### src/logic/adc_pkg.sv
// Purpose: shared constants and types for the converter control block
// Assumes: one clock, wishbone register access with 32-bit data
// Notes:   control byte sits in the low bits of its word, upper bits read zero
package adc_pkg;

    // register byte addresses
    localparam logic [3:0] ADDR_CONTROL   = 4'h0;
    localparam logic [3:0] ADDR_RESULT    = 4'h4;

    // control byte field positions
    localparam int         POS_PIN_SEL    = 6;
    localparam int         POS_CLK_SEL    = 4;
    localparam int         POS_CHAN_SEL   = 2;
    localparam int         POS_GO         = 1;
    localparam int         POS_ENABLE     = 0;

    // reset / wake values (wake leaves the result alone; RESULT_RESET is loaded at reset only)
    localparam logic [1:0] PIN_SEL_RESET  = 2'h3;
    localparam logic [1:0] CLK_SEL_RESET  = 2'h3;
    localparam logic [1:0] CHAN_SEL_RESET = 2'h3;
    localparam logic [7:0] RESULT_RESET   = 8'h00;

    // clock select codes and divider terminal counts (divisor - 1)
    localparam logic [1:0] CLK_SEL_DIV16  = 2'h0;
    localparam logic [1:0] CLK_SEL_DIV8   = 2'h1;
    localparam logic [1:0] CLK_SEL_DIV4   = 2'h2;
    localparam logic [1:0] CLK_SEL_INTERNAL_OSCILLATOR = 2'h3;
    localparam logic [3:0] LAST_DIV16     = 4'hF;
    localparam logic [3:0] LAST_DIV8      = 4'h7;
    localparam logic [3:0] LAST_DIV4      = 4'h3;

    // analog pin select codes
    localparam logic [1:0] PINS_NONE      = 2'h0;
    localparam logic [1:0] PINS_IN2       = 2'h1;
    localparam logic [1:0] PINS_IN2_IN0   = 2'h2;

    // conversion timing in conversion-clock periods
    localparam logic [3:0] CONV_PERIODS   = 4'hD;
    localparam logic [3:0] SAMPLE_PERIODS = 4'h3;
    localparam logic [3:0] SHIFT_TOTAL    = 4'h9;
    localparam logic [7:0] MARKER_TOP     = 8'h80;
    localparam logic [7:0] MARKER_LAST    = 8'h01;

    typedef struct packed {
        logic [1:0] analog_pin_select;
        logic [1:0] conv_clock_select;
        logic [1:0] channel_select;
        logic       go;
        logic       converter_enable;
    } ctrl_t;

    localparam ctrl_t CTRL_RESET = '{PIN_SEL_RESET, CLK_SEL_RESET, CHAN_SEL_RESET, 1'b0, 1'b0};

    typedef enum logic [2:0] {
        ST_IDLE    = 3'b001,
        ST_SAMPLE  = 3'b010,
        ST_CONVERT = 3'b100
    } conv_state_t;

endpackage

### src/logic/adc_clock_divider.sv
// Purpose: conversion clock period generator, one tick per period
// Assumes: i_internal_oscillator_tick is a one-cycle enable from the internal oscillator
// Notes:   restart realigns the period so every conversion starts clean
`timescale 1ns/10ps
module adc_clock_divider
    import adc_pkg::*;
(
    input  wire logic       i_clk,
    input  wire logic       i_rstn,
    input  wire logic       i_restart,
    input  wire logic [1:0] i_sel,
    input  wire logic       i_internal_oscillator_tick,
    output logic            o_tick
);
    logic [3:0] count;
    logic [3:0] last;
    logic       step;

    always_comb begin
        unique case (i_sel)
            CLK_SEL_DIV16: last = LAST_DIV16;
            CLK_SEL_DIV8:  last = LAST_DIV8;
            default:       last = LAST_DIV4;
        endcase
        step = (i_sel == CLK_SEL_INTERNAL_OSCILLATOR) ? i_internal_oscillator_tick : 1'b1;
    end

    always_ff @(posedge i_clk or negedge i_rstn) begin
        if (!i_rstn) begin
            count  <= 4'h0;
            o_tick <= 1'b0;
        end else if (i_restart) begin
            count  <= 4'h0;
            o_tick <= 1'b0;
        end else if (step && count == last) begin
            count  <= 4'h0;
            o_tick <= 1'b1;
        end else begin
            count  <= step ? count + 4'h1 : count;
            o_tick <= 1'b0;
        end
    end
endmodule // adc_clock_divider

### src/logic/adc_conversion_control.sv
// Purpose: control and sequencing of an 8-bit successive-approximation converter
// Assumes: wishbone classic slave, comparator decision valid at each period tick
// Notes:   analog front end is outside; this block only steers and sequences
//
// Implementation choices: the Wishbone interface to the registers and the placing of the registers.
`timescale 1ns/10ps
module adc_conversion_control
    import adc_pkg::*;
(
    input  wire logic        I_MCLK,
    input  wire logic        I_RSTN,
    input  wire logic        I_WB_CYC,
    input  wire logic        I_WB_STB,
    input  wire logic        I_WB_WE,
    input  wire logic [3:0]  I_WB_ADR,
    input  wire logic [3:0]  I_WB_SEL,
    input  wire logic [31:0] I_WB_DAT,
    output logic      [31:0] O_WB_DAT,
    output logic             O_WB_ACK,
    input  wire logic        I_SLEEP,
    input  wire logic        I_WAKE,
    input  wire logic        I_INTERNAL_OSCILLATOR_TICK,
    input  wire logic        I_COMP_DECISION,
    input  wire logic        I_C1_OUT_EN,
    output logic      [2:0]  O_ANALOG_PIN,
    output logic      [1:0]  O_CHANNEL,
    output logic             O_CONVERTER_ON,
    output logic             O_SAMPLING,
    output logic             O_CONVERTING
);
    import adc_pkg::*;

    ctrl_t       ctrl;
    ctrl_t       wdata;
    conv_state_t state;
    logic [1:0]  active_clk_sel;
    logic [3:0]  tad_cnt;
    logic [3:0]  shift_cnt;
    logic        tad_tick;
    logic [7:0]  result;
    logic [7:0]  marker;
    logic        access;
    logic        wr_ctrl;
    logic        wr_result;
    logic        start;
    logic        abort;
    logic        sample_end;
    logic        shift_now;
    logic        done;
    logic        busy;
    logic [2:0]  next_analog_pin;

    // bus decode, one access per request
    assign access    = I_WB_CYC && I_WB_STB && !O_WB_ACK;
    assign wr_ctrl   = access && I_WB_WE && I_WB_SEL[0] && I_WB_ADR == ADDR_CONTROL;
    assign wr_result = access && I_WB_WE && I_WB_SEL[0] && I_WB_ADR == ADDR_RESULT;
    assign wdata     = ctrl_t'(I_WB_DAT[7:0]);
    assign busy      = state != ST_IDLE;

    assign start      = wr_ctrl && wdata.go && wdata.converter_enable && (!busy || done)
                        && !I_SLEEP && !I_WAKE;
    assign abort      = busy && !done
                        && (I_SLEEP || I_WAKE || (wr_ctrl && (!wdata.go || !wdata.converter_enable)));
    // 13 periods split as 3 sampling, 9 shifts, 1 finish
    assign sample_end = state == ST_SAMPLE && tad_tick && tad_cnt == SAMPLE_PERIODS - 4'h1;
    assign shift_now  = state == ST_CONVERT && tad_tick && tad_cnt < CONV_PERIODS - 4'h1;
    assign done       = state == ST_CONVERT && tad_tick && tad_cnt == CONV_PERIODS - 4'h1;

    always_ff @(posedge I_MCLK or negedge I_RSTN) begin
        if (!I_RSTN) begin
            O_WB_ACK <= 1'b0;
            O_WB_DAT <= 32'h0000_0000;
        end else begin
            O_WB_ACK <= access;
            if (access && !I_WB_WE) begin
                unique case (I_WB_ADR)
                    ADDR_CONTROL: O_WB_DAT <= {24'h00_0000, ctrl};
                    ADDR_RESULT:  O_WB_DAT <= {24'h00_0000, result};
                    default:      O_WB_DAT <= 32'h0000_0000;
                endcase
            end
        end
    end

    // control register: wake beats sleep beats software beats hardware
    always_ff @(posedge I_MCLK or negedge I_RSTN) begin
        if (!I_RSTN) begin
            ctrl <= CTRL_RESET;
        end else if (I_WAKE) begin
            // wake sets fields, clears go, enable
            ctrl <= CTRL_RESET;
        end else if (I_SLEEP) begin
            ctrl.conv_clock_select <= CLK_SEL_RESET;
            ctrl.channel_select    <= CHAN_SEL_RESET;
            ctrl.go                <= 1'b0;
            ctrl.converter_enable  <= 1'b0;
        end else if (wr_ctrl) begin
            ctrl    <= wdata;
            ctrl.go <= wdata.go && wdata.converter_enable;
        end else if (done) begin
            ctrl.go <= 1'b0;
        end
    end

    // sequencer
    always_ff @(posedge I_MCLK or negedge I_RSTN) begin
        if (!I_RSTN) begin
            state <= ST_IDLE;
        end else if (start) begin
            state <= ST_SAMPLE;
        end else if (abort || done) begin
            state <= ST_IDLE;
        end else if (sample_end) begin
            state <= ST_CONVERT;
        end
    end

    // period counter, restarted with every conversion
    always_ff @(posedge I_MCLK or negedge I_RSTN) begin
        if (!I_RSTN) begin
            tad_cnt <= 4'h0;
        end else if (start) begin
            tad_cnt <= 4'h0;
        end else if (busy && tad_tick) begin
            tad_cnt <= tad_cnt + 4'h1;
        end
    end

    // clock source latched at start only
    always_ff @(posedge I_MCLK or negedge I_RSTN) begin
        if (!I_RSTN) begin
            active_clk_sel <= CLK_SEL_RESET;
        end else if (start) begin
            active_clk_sel <= wdata.conv_clock_select;
        end
    end

    always_ff @(posedge I_MCLK or negedge I_RSTN) begin
        if (!I_RSTN) begin
            O_CHANNEL <= CHAN_SEL_RESET;
        end else if (start) begin
            O_CHANNEL <= wdata.channel_select;
        end else if (!busy || abort || done) begin
            O_CHANNEL <= I_SLEEP || I_WAKE ? CHAN_SEL_RESET : ctrl.channel_select;
        end
    end

    // pin mode follows select regardless of converter enable, except I_C1_OUT_EN forces pin 2 digital
    always_comb begin
        unique case (ctrl.analog_pin_select)
            PINS_NONE:    next_analog_pin = 3'b000;
            PINS_IN2:     next_analog_pin = 3'b100;
            PINS_IN2_IN0: next_analog_pin = 3'b101;
            default:      next_analog_pin = 3'b111;
        endcase
        if (I_C1_OUT_EN) begin
            next_analog_pin[2] = 1'b0;
        end
    end

    always_ff @(posedge I_MCLK or negedge I_RSTN) begin
        if (!I_RSTN) begin
            O_ANALOG_PIN   <= 3'b111;
            O_CONVERTER_ON <= 1'b0;
            O_SAMPLING     <= 1'b0;
            O_CONVERTING   <= 1'b0;
        end else begin
            O_ANALOG_PIN   <= next_analog_pin;
            O_CONVERTER_ON <= ctrl.converter_enable;
            O_SAMPLING     <= state == ST_SAMPLE;
            O_CONVERTING   <= busy;
        end
    end

    // helper count of shifts, read by the checks below
    always_ff @(posedge I_MCLK or negedge I_RSTN) begin
        if (!I_RSTN) begin
            shift_cnt <= 4'h0;
        end else if (sample_end) begin
            shift_cnt <= 4'h0;
        end else if (shift_now) begin
            shift_cnt <= shift_cnt + 4'h1;
        end
    end

    adc_clock_divider u_divider (
        .i_clk         (I_MCLK),
        .i_rstn        (I_RSTN),
        .i_restart     (start),
        .i_sel         (active_clk_sel),
        .i_internal_oscillator_tick (I_INTERNAL_OSCILLATOR_TICK),
        .o_tick        (tad_tick)
    );

    adc_result_shifter u_result (
        .i_clk       (I_MCLK),
        .i_rstn      (I_RSTN),
        .i_clear     (sample_end && !abort),
        .i_shift     (shift_now && !abort),
        .i_bit       (I_COMP_DECISION),
        .i_load      (wr_result && !busy),
        .i_load_data (I_WB_DAT[7:0]),
        .o_result    (result),
        .o_marker    (marker)
    );
endmodule // adc_conversion_control

### src/logic/adc_result_shifter.sv
// Purpose: result register with a leading-one marker walking right
// Assumes: clear, shift and load are never asserted together
// Notes:   the marker leaves the register on the ninth shift
`timescale 1ns/10ps
module adc_result_shifter
    import adc_pkg::*;
(
    input  wire logic       i_clk,
    input  wire logic       i_rstn,
    input  wire logic       i_clear,
    input  wire logic       i_shift,
    input  wire logic       i_bit,
    input  wire logic       i_load,
    input  wire logic [7:0] i_load_data,
    output logic      [7:0] o_result,
    output logic      [7:0] o_marker
);
    always_ff @(posedge i_clk or negedge i_rstn) begin
        if (!i_rstn) begin
            o_result <= RESULT_RESET;
            o_marker <= 8'h00;
        end else if (i_clear) begin
            o_result <= 8'h00;
            o_marker <= 8'h00;
        end else if (i_shift && o_marker == 8'h00) begin
            o_result <= MARKER_TOP;
            o_marker <= MARKER_TOP;
        end else if (i_shift) begin
            // decided bit replaces the marker, marker moves one place down
            o_result <= (o_result & ~o_marker) | (i_bit ? o_marker : 8'h00) | (o_marker >> 1);
            o_marker <= o_marker >> 1;
        end else if (i_load) begin
            o_result <= i_load_data;
        end
    end
endmodule // adc_result_shifter
### config.mk
export PLATFORM = sky130hd
export DESIGN_NAME = adc_conversion_control
export DESIGN_NICKNAME = d
export VERILOG_FILES = /design/src/logic/adc_pkg.sv /design/src/logic/adc_clock_divider.sv /design/src/logic/adc_conversion_control.sv /design/src/logic/adc_result_shifter.sv
export SDC_FILE = /design/constraint.sdc
export NUM_CORES = 1
export LEC_CHECK = 0
export BUFFER_PORTS_ARGS = -buffer_cell sky130_fd_sc_hd__buf_4
export CAP_MARGIN = 10
export CORE_ASPECT_RATIO = 1.25
export CORE_MARGIN = 2
export CORE_UTILIZATION = 48
export CTS_BUF_LIST = sky130_fd_sc_hd__clkbuf_4
export CTS_CLUSTER_SIZE = 40
export DETAILED_ROUTE_END_ITERATION = 12
export PLACE_DENSITY = 0.86
export SYNTH_ARGS = -nofsm -noshare
export SYNTH_HDL_FRONTEND = slang
export SYNTH_SLANG_ARGS = --single-unit
### constraint.sdc
create_clock -name I_MCLK -period 1.7 [get_ports I_MCLK]
set_input_delay 0.085 -clock I_MCLK [delete_from_list [all_inputs] [get_ports I_MCLK]]
set_output_delay 0.085 -clock I_MCLK [all_outputs]
set_load 0.05 [all_outputs]
==> impl_metrics.csv <==
group,metric,value,unit
worst_setup_path,crit_required,2.01,ns
synthesis,synth-compound-area-share,18.1,%
synthesis,synth_warnings,0,
die,core_area,0.00586,mm2
pwr,p_int,1.81,mW
min_path,min_from,"I_WB_DAT[0]",
worst_setup_path,arrival,2.21,ns
synthesis,synth.area.top_cells,"dfrtp_1 35%, dfstp_2 13%, buf_4 6.1%",
routing,wl_per_cell,14.9,um
grt,track_usage,20.3,%
grt,grt_first_pass_wirelength,10800,um
worst_setup_path,crit_type,"register to register",
min_path,hold_path.class,"input pin to register",
worst_setup_path,path_common_cell,"buf_6",
pwr,pwr-share-clk,21.1,%
placed_design,place_congestion,0.811,
timing,fin_crit_sh,112,%
cts,h-tree-depth,2,
placed_design,place_ws,-0.272,ns
timing,rsz0062_at_grt,"yes",
worst_setup_path,worstRegToRegCells,8,
cells_and_area,antenna_cells,0,
routing,viasPerCell,5.29,
cells_and_area,fillers,443,
cts,clkSlewWorstSetupHoldPaths,0.16,ns
placed_design,dpl.cell_count,426,
timing,layout_min_cycle_time,1.91,ns
worst_setup_path,reg2reg_slack,-0.21,ns
worst_setup_path,timing.rr.end,"u_result.o_result[7]",
placed_design,port_buffers,39,
cts,cts.sinks,55,
grt,antenna_found_initial,0,
cells_and_area,areaGrowthSynthToFinish,27.5,%
grt,overflow,0,
worst_setup_path,cp.buffers_inverters,3,
pwr,p_sw_share,34.2,%
cts,clockBufferDepth,2,
worst_setup_path,slowest_delay,0.43,ns
synthesis,synthCells,275,
pwr,p_seq_share,53.9,%
pwr,max-vdd-ir-drop,0.329,mV
die,die_w,74.0,um
run_status,violations,"setup timing",
synthesis,avgSynthCellArea,10.7,um2
min_path,min_to,"u_result.o_result[0]",
worst_setup_path,critPathMaxFanout,4,
worst_setup_path,critPathLaunch,"O_WB_ACK",
grt,grt_pass1_vias,2386,
timing,setup_viol,33,
routing,drc,0,
min_path,whs_path_depth,3,
cells_and_area,utilization,64.0,%
cts,root_buffer,"clkbuf_4",
timing,worst_pin_slew,0.683,ns
pwr,p_leak,1.74,nW
synthesis,synth-main-ff-cell,"dfrtp_1",
pwr,power.share.combinational,25.0,%
die,die_area,0.00677,mm2
routing,vias,2370,
die,ios,91,
placed_design,dp_hpwl,5030,um
synthesis,synthMuxAreaShare,5.24,%
job,cap_violations,0,
cells_and_area,drive_above_1_share,33.9,%
routing,antenna_left,0,
synthesis,synth_top_family_by_area,"compound AO/OA/AOI/OAI gates",
worst_setup_path,path_delay_family,"compound AO/OA/AOI/OAI gates",
worst_setup_path,cp_cell_sequence,"nand3b_1, buf_6, o41ai_4, buf_4, buf_6, or4_1, o21ai_1, o31ai_1",
synthesis,async_flop_share,100,%
cts,numCtsBuffers,5,
routing,drt_wl_total,6680,um
timing,slew_violations,0,
worst_setup_path,reg2reg_from,"O_WB_ACK",
pwr,powerDensity,733,mW/mm2
timing,finClkSkew,0.0143,ns
synthesis,synthesis.area,0.00294,mm2
die,num_rows,31,
synthesis,synth_edf_count,0,
synthesis,synth-simple-area-share,17.7,%
timing,max_freq,524,MHz
worst_setup_path,start_kind,"register",
cells_and_area,finalNonFillerCells,448,
pwr,p_switching,0.939,mW
timing,fin_ws,-0.207,ns
synthesis,synth-seq-cells,55,
routing,first_pass_iters,4,
synthesis,synth_cell_types,52,
timing,slew_headroom,54.5,%
routing,drtIter0Drc,172,
cells_and_area,nets,419,
timing,hold_violations,0,
run_status,status,"finished with violations",
worst_setup_path,cp_slowest_cell,"dfrtp_2",
cts,cts_tree,"yes",
synthesis,yosys.area.top_type,"dfrtp_1",
synthesis,post-synth-top-area-fraction,34.9,%
cts,worstSkewPairLatency,0.39,ns
worst_setup_path,worst_setup_path_end_kind,"register",
synthesis,synthAdderAreaFrac,1.70,%
die,fp.dieH,91.5,um
synthesis,yosysSeqAreaShare,47.4,%
grt,grt_start_max_net_pins,56,
die,initial_utilization,50.2,%
synthesis,synth-xor-area-share,1.49,%
[routing by layer]
| layer | track usage (%) | up-vias | part of all wire (%) |
|---|---|---|---|
| met4 | 7.88 | 0 | 1.9 |
| met3 | 3.44 | 11 | 3.7 |
| li1 | - | 1124 | - |
| met1 | 24.1 | 1173 | 38 |
| met2 | 35.6 | 62 | 56 |
| met5 | 0 | - | 0 |
[repair_timing]
item                                    4_1_cts  5_1_grt
pin swaps                                     2       10
resized for setup                             2        7
setup buffers                                 1        1
hold buffers                                 12        0
endpoints found under the setup margin       32       38
hold endpoints to repair                     54        0
[cell usage after synthesis (2+ instances only)]
master     number
nand3_1         8
or4_1           3
dfrtp_1        41
buf_4          24
buf_1           3
nor3b_1         2
clkbuf_1        2
or3_1           3
dfstp_2        14
xor2_1          2
nand2_1        13
ha_1            4
and2_1          4
mux2_1          2
o21ai_0         9
nor2_1         31
a21oi_1        14
a22o_1          7
nor2b_1        10
o2bb2ai_2       7
or2_2           2
a22oi_1         8
nand3b_1        5
nor3_1          4
inv_1           5
mux2i_1        12
a211o_1         7
xnor2_1         3
buf_2           2
o31ai_1         2
[state kept, by name, indices dropped and copies added, names as in the netlist]
name	flops
u_divider.count	4
state	3
active_clk_sel	2
u_result.o_result	8
O_SAMPLING	1
O_CONVERTING	1
O_ANALOG_PIN	3
O_WB_ACK	1
u_result.o_marker	8
O_CHANNEL	2
O_WB_DAT	8
tad_cnt	4
O_CONVERTER_ON	1
u_divider.o_tick	1
ctrl	8
[cell families after synthesis]
| family | after synthesis |
|---|---|
| adders and majority gates | 4 |
| other | 1 |
| xor gates and xnor gates | 5 |
| DFF | 55 |
| and+or+nand+nor | 94 |
| AOI/OAI and AO/OA | 64 |
| buffers and inverters | 37 |
| muxes | 15 |
[cell type report]
class	instances	area, um2	area share, %
clock buffers	5	37.5	1.00
clock inverters	3	20.0	0.534
inverters	5	18.8	0.501
multi-input cells	206	1430	38.2
flip-flops and latches	55	1400	37.2
well taps	82	103	2.74
repair buffers	92	741	19.8
[worst min-delay path: cells and delay by family]
kind,cells,cell delay (ns)
buffers and inverters,1,0.10
multiplexers,1,0.08
AO/OA/AOI/OAI,1,0.13
[cell usage in the layout, fill, tap and decap left out, types with 2 or more instances in the layout]
master / synthesis / layout
o21ai_0: 9 / 8
nor3_1: 4 / 3
dlygate4sd3_1: 0 / 12
nand3b_1: 5 / 5
nor2_1: 31 / 30
o2bb2ai_2: 7 / 7
o31ai_1: 2 / 2
ha_1: 4 / 4
dfrtp_1: 41 / 40
xnor2_1: 3 / 3
or2_2: 2 / 2
inv_1: 5 / 5
a211o_1: 7 / 7
clkbuf_4: 0 / 5
nor2b_1: 10 / 10
buf_4: 24 / 77
dfstp_2: 14 / 14
xor2_1: 2 / 2
buf_6: 1 / 2
a22oi_1: 8 / 8
nand2_1: 13 / 13
conb_1: 1 / 24
mux2i_1: 12 / 12
mux2_1: 2 / 2
nor4_4: 1 / 2
or4_1: 3 / 3
or3_1: 3 / 3
o21ai_1: 1 / 2
and2_1: 4 / 4
a21oi_1: 14 / 14
a22o_1: 7 / 7
nand3_1: 8 / 8
[power by group through the flow]
stage | logic, mW | clock network, mW | registers [mW]
after floorplan | 0.350 | 0 | 1.63
after global placement | 0.640 | 0 | 1.50
after detailed placement | 0.662 | 0 | 1.50
after CTS | 0.687 | 0.594 | 1.48
after global routing | 0.738 | 0.653 | 1.50
final | 0.687 | 0.579 | 1.48
[through the flow]
stage               setup TNS (ns)  hold WS, ns  power, mW  area [um2]
finish                       -3.73       0.0400       2.75        3750
global route                 -7.00       0.0479       2.89        3750
CTS                          -5.02       0.0311       2.76        3710
detailed placement           -6.69        0.175       2.17        3520
global placement             -5.90        0.164       2.14        3520
floorplan                    -7.16       -0.211       1.98        3040
[worst max path at each step]
stage,to,slack (ns),cells past startpoint
after floorplan,u_result.o_result[7],-0.32,6
after global placement,u_result.o_result[4],-0.22,7
after detailed placement,u_result.o_result[5],-0.27,6
after CTS,u_result.o_result[6],-0.20,8
after global routing,u_result.o_result[7],-0.33,8
final,u_result.o_result[7],-0.21,8
Power figures use the tool's default switching activity.
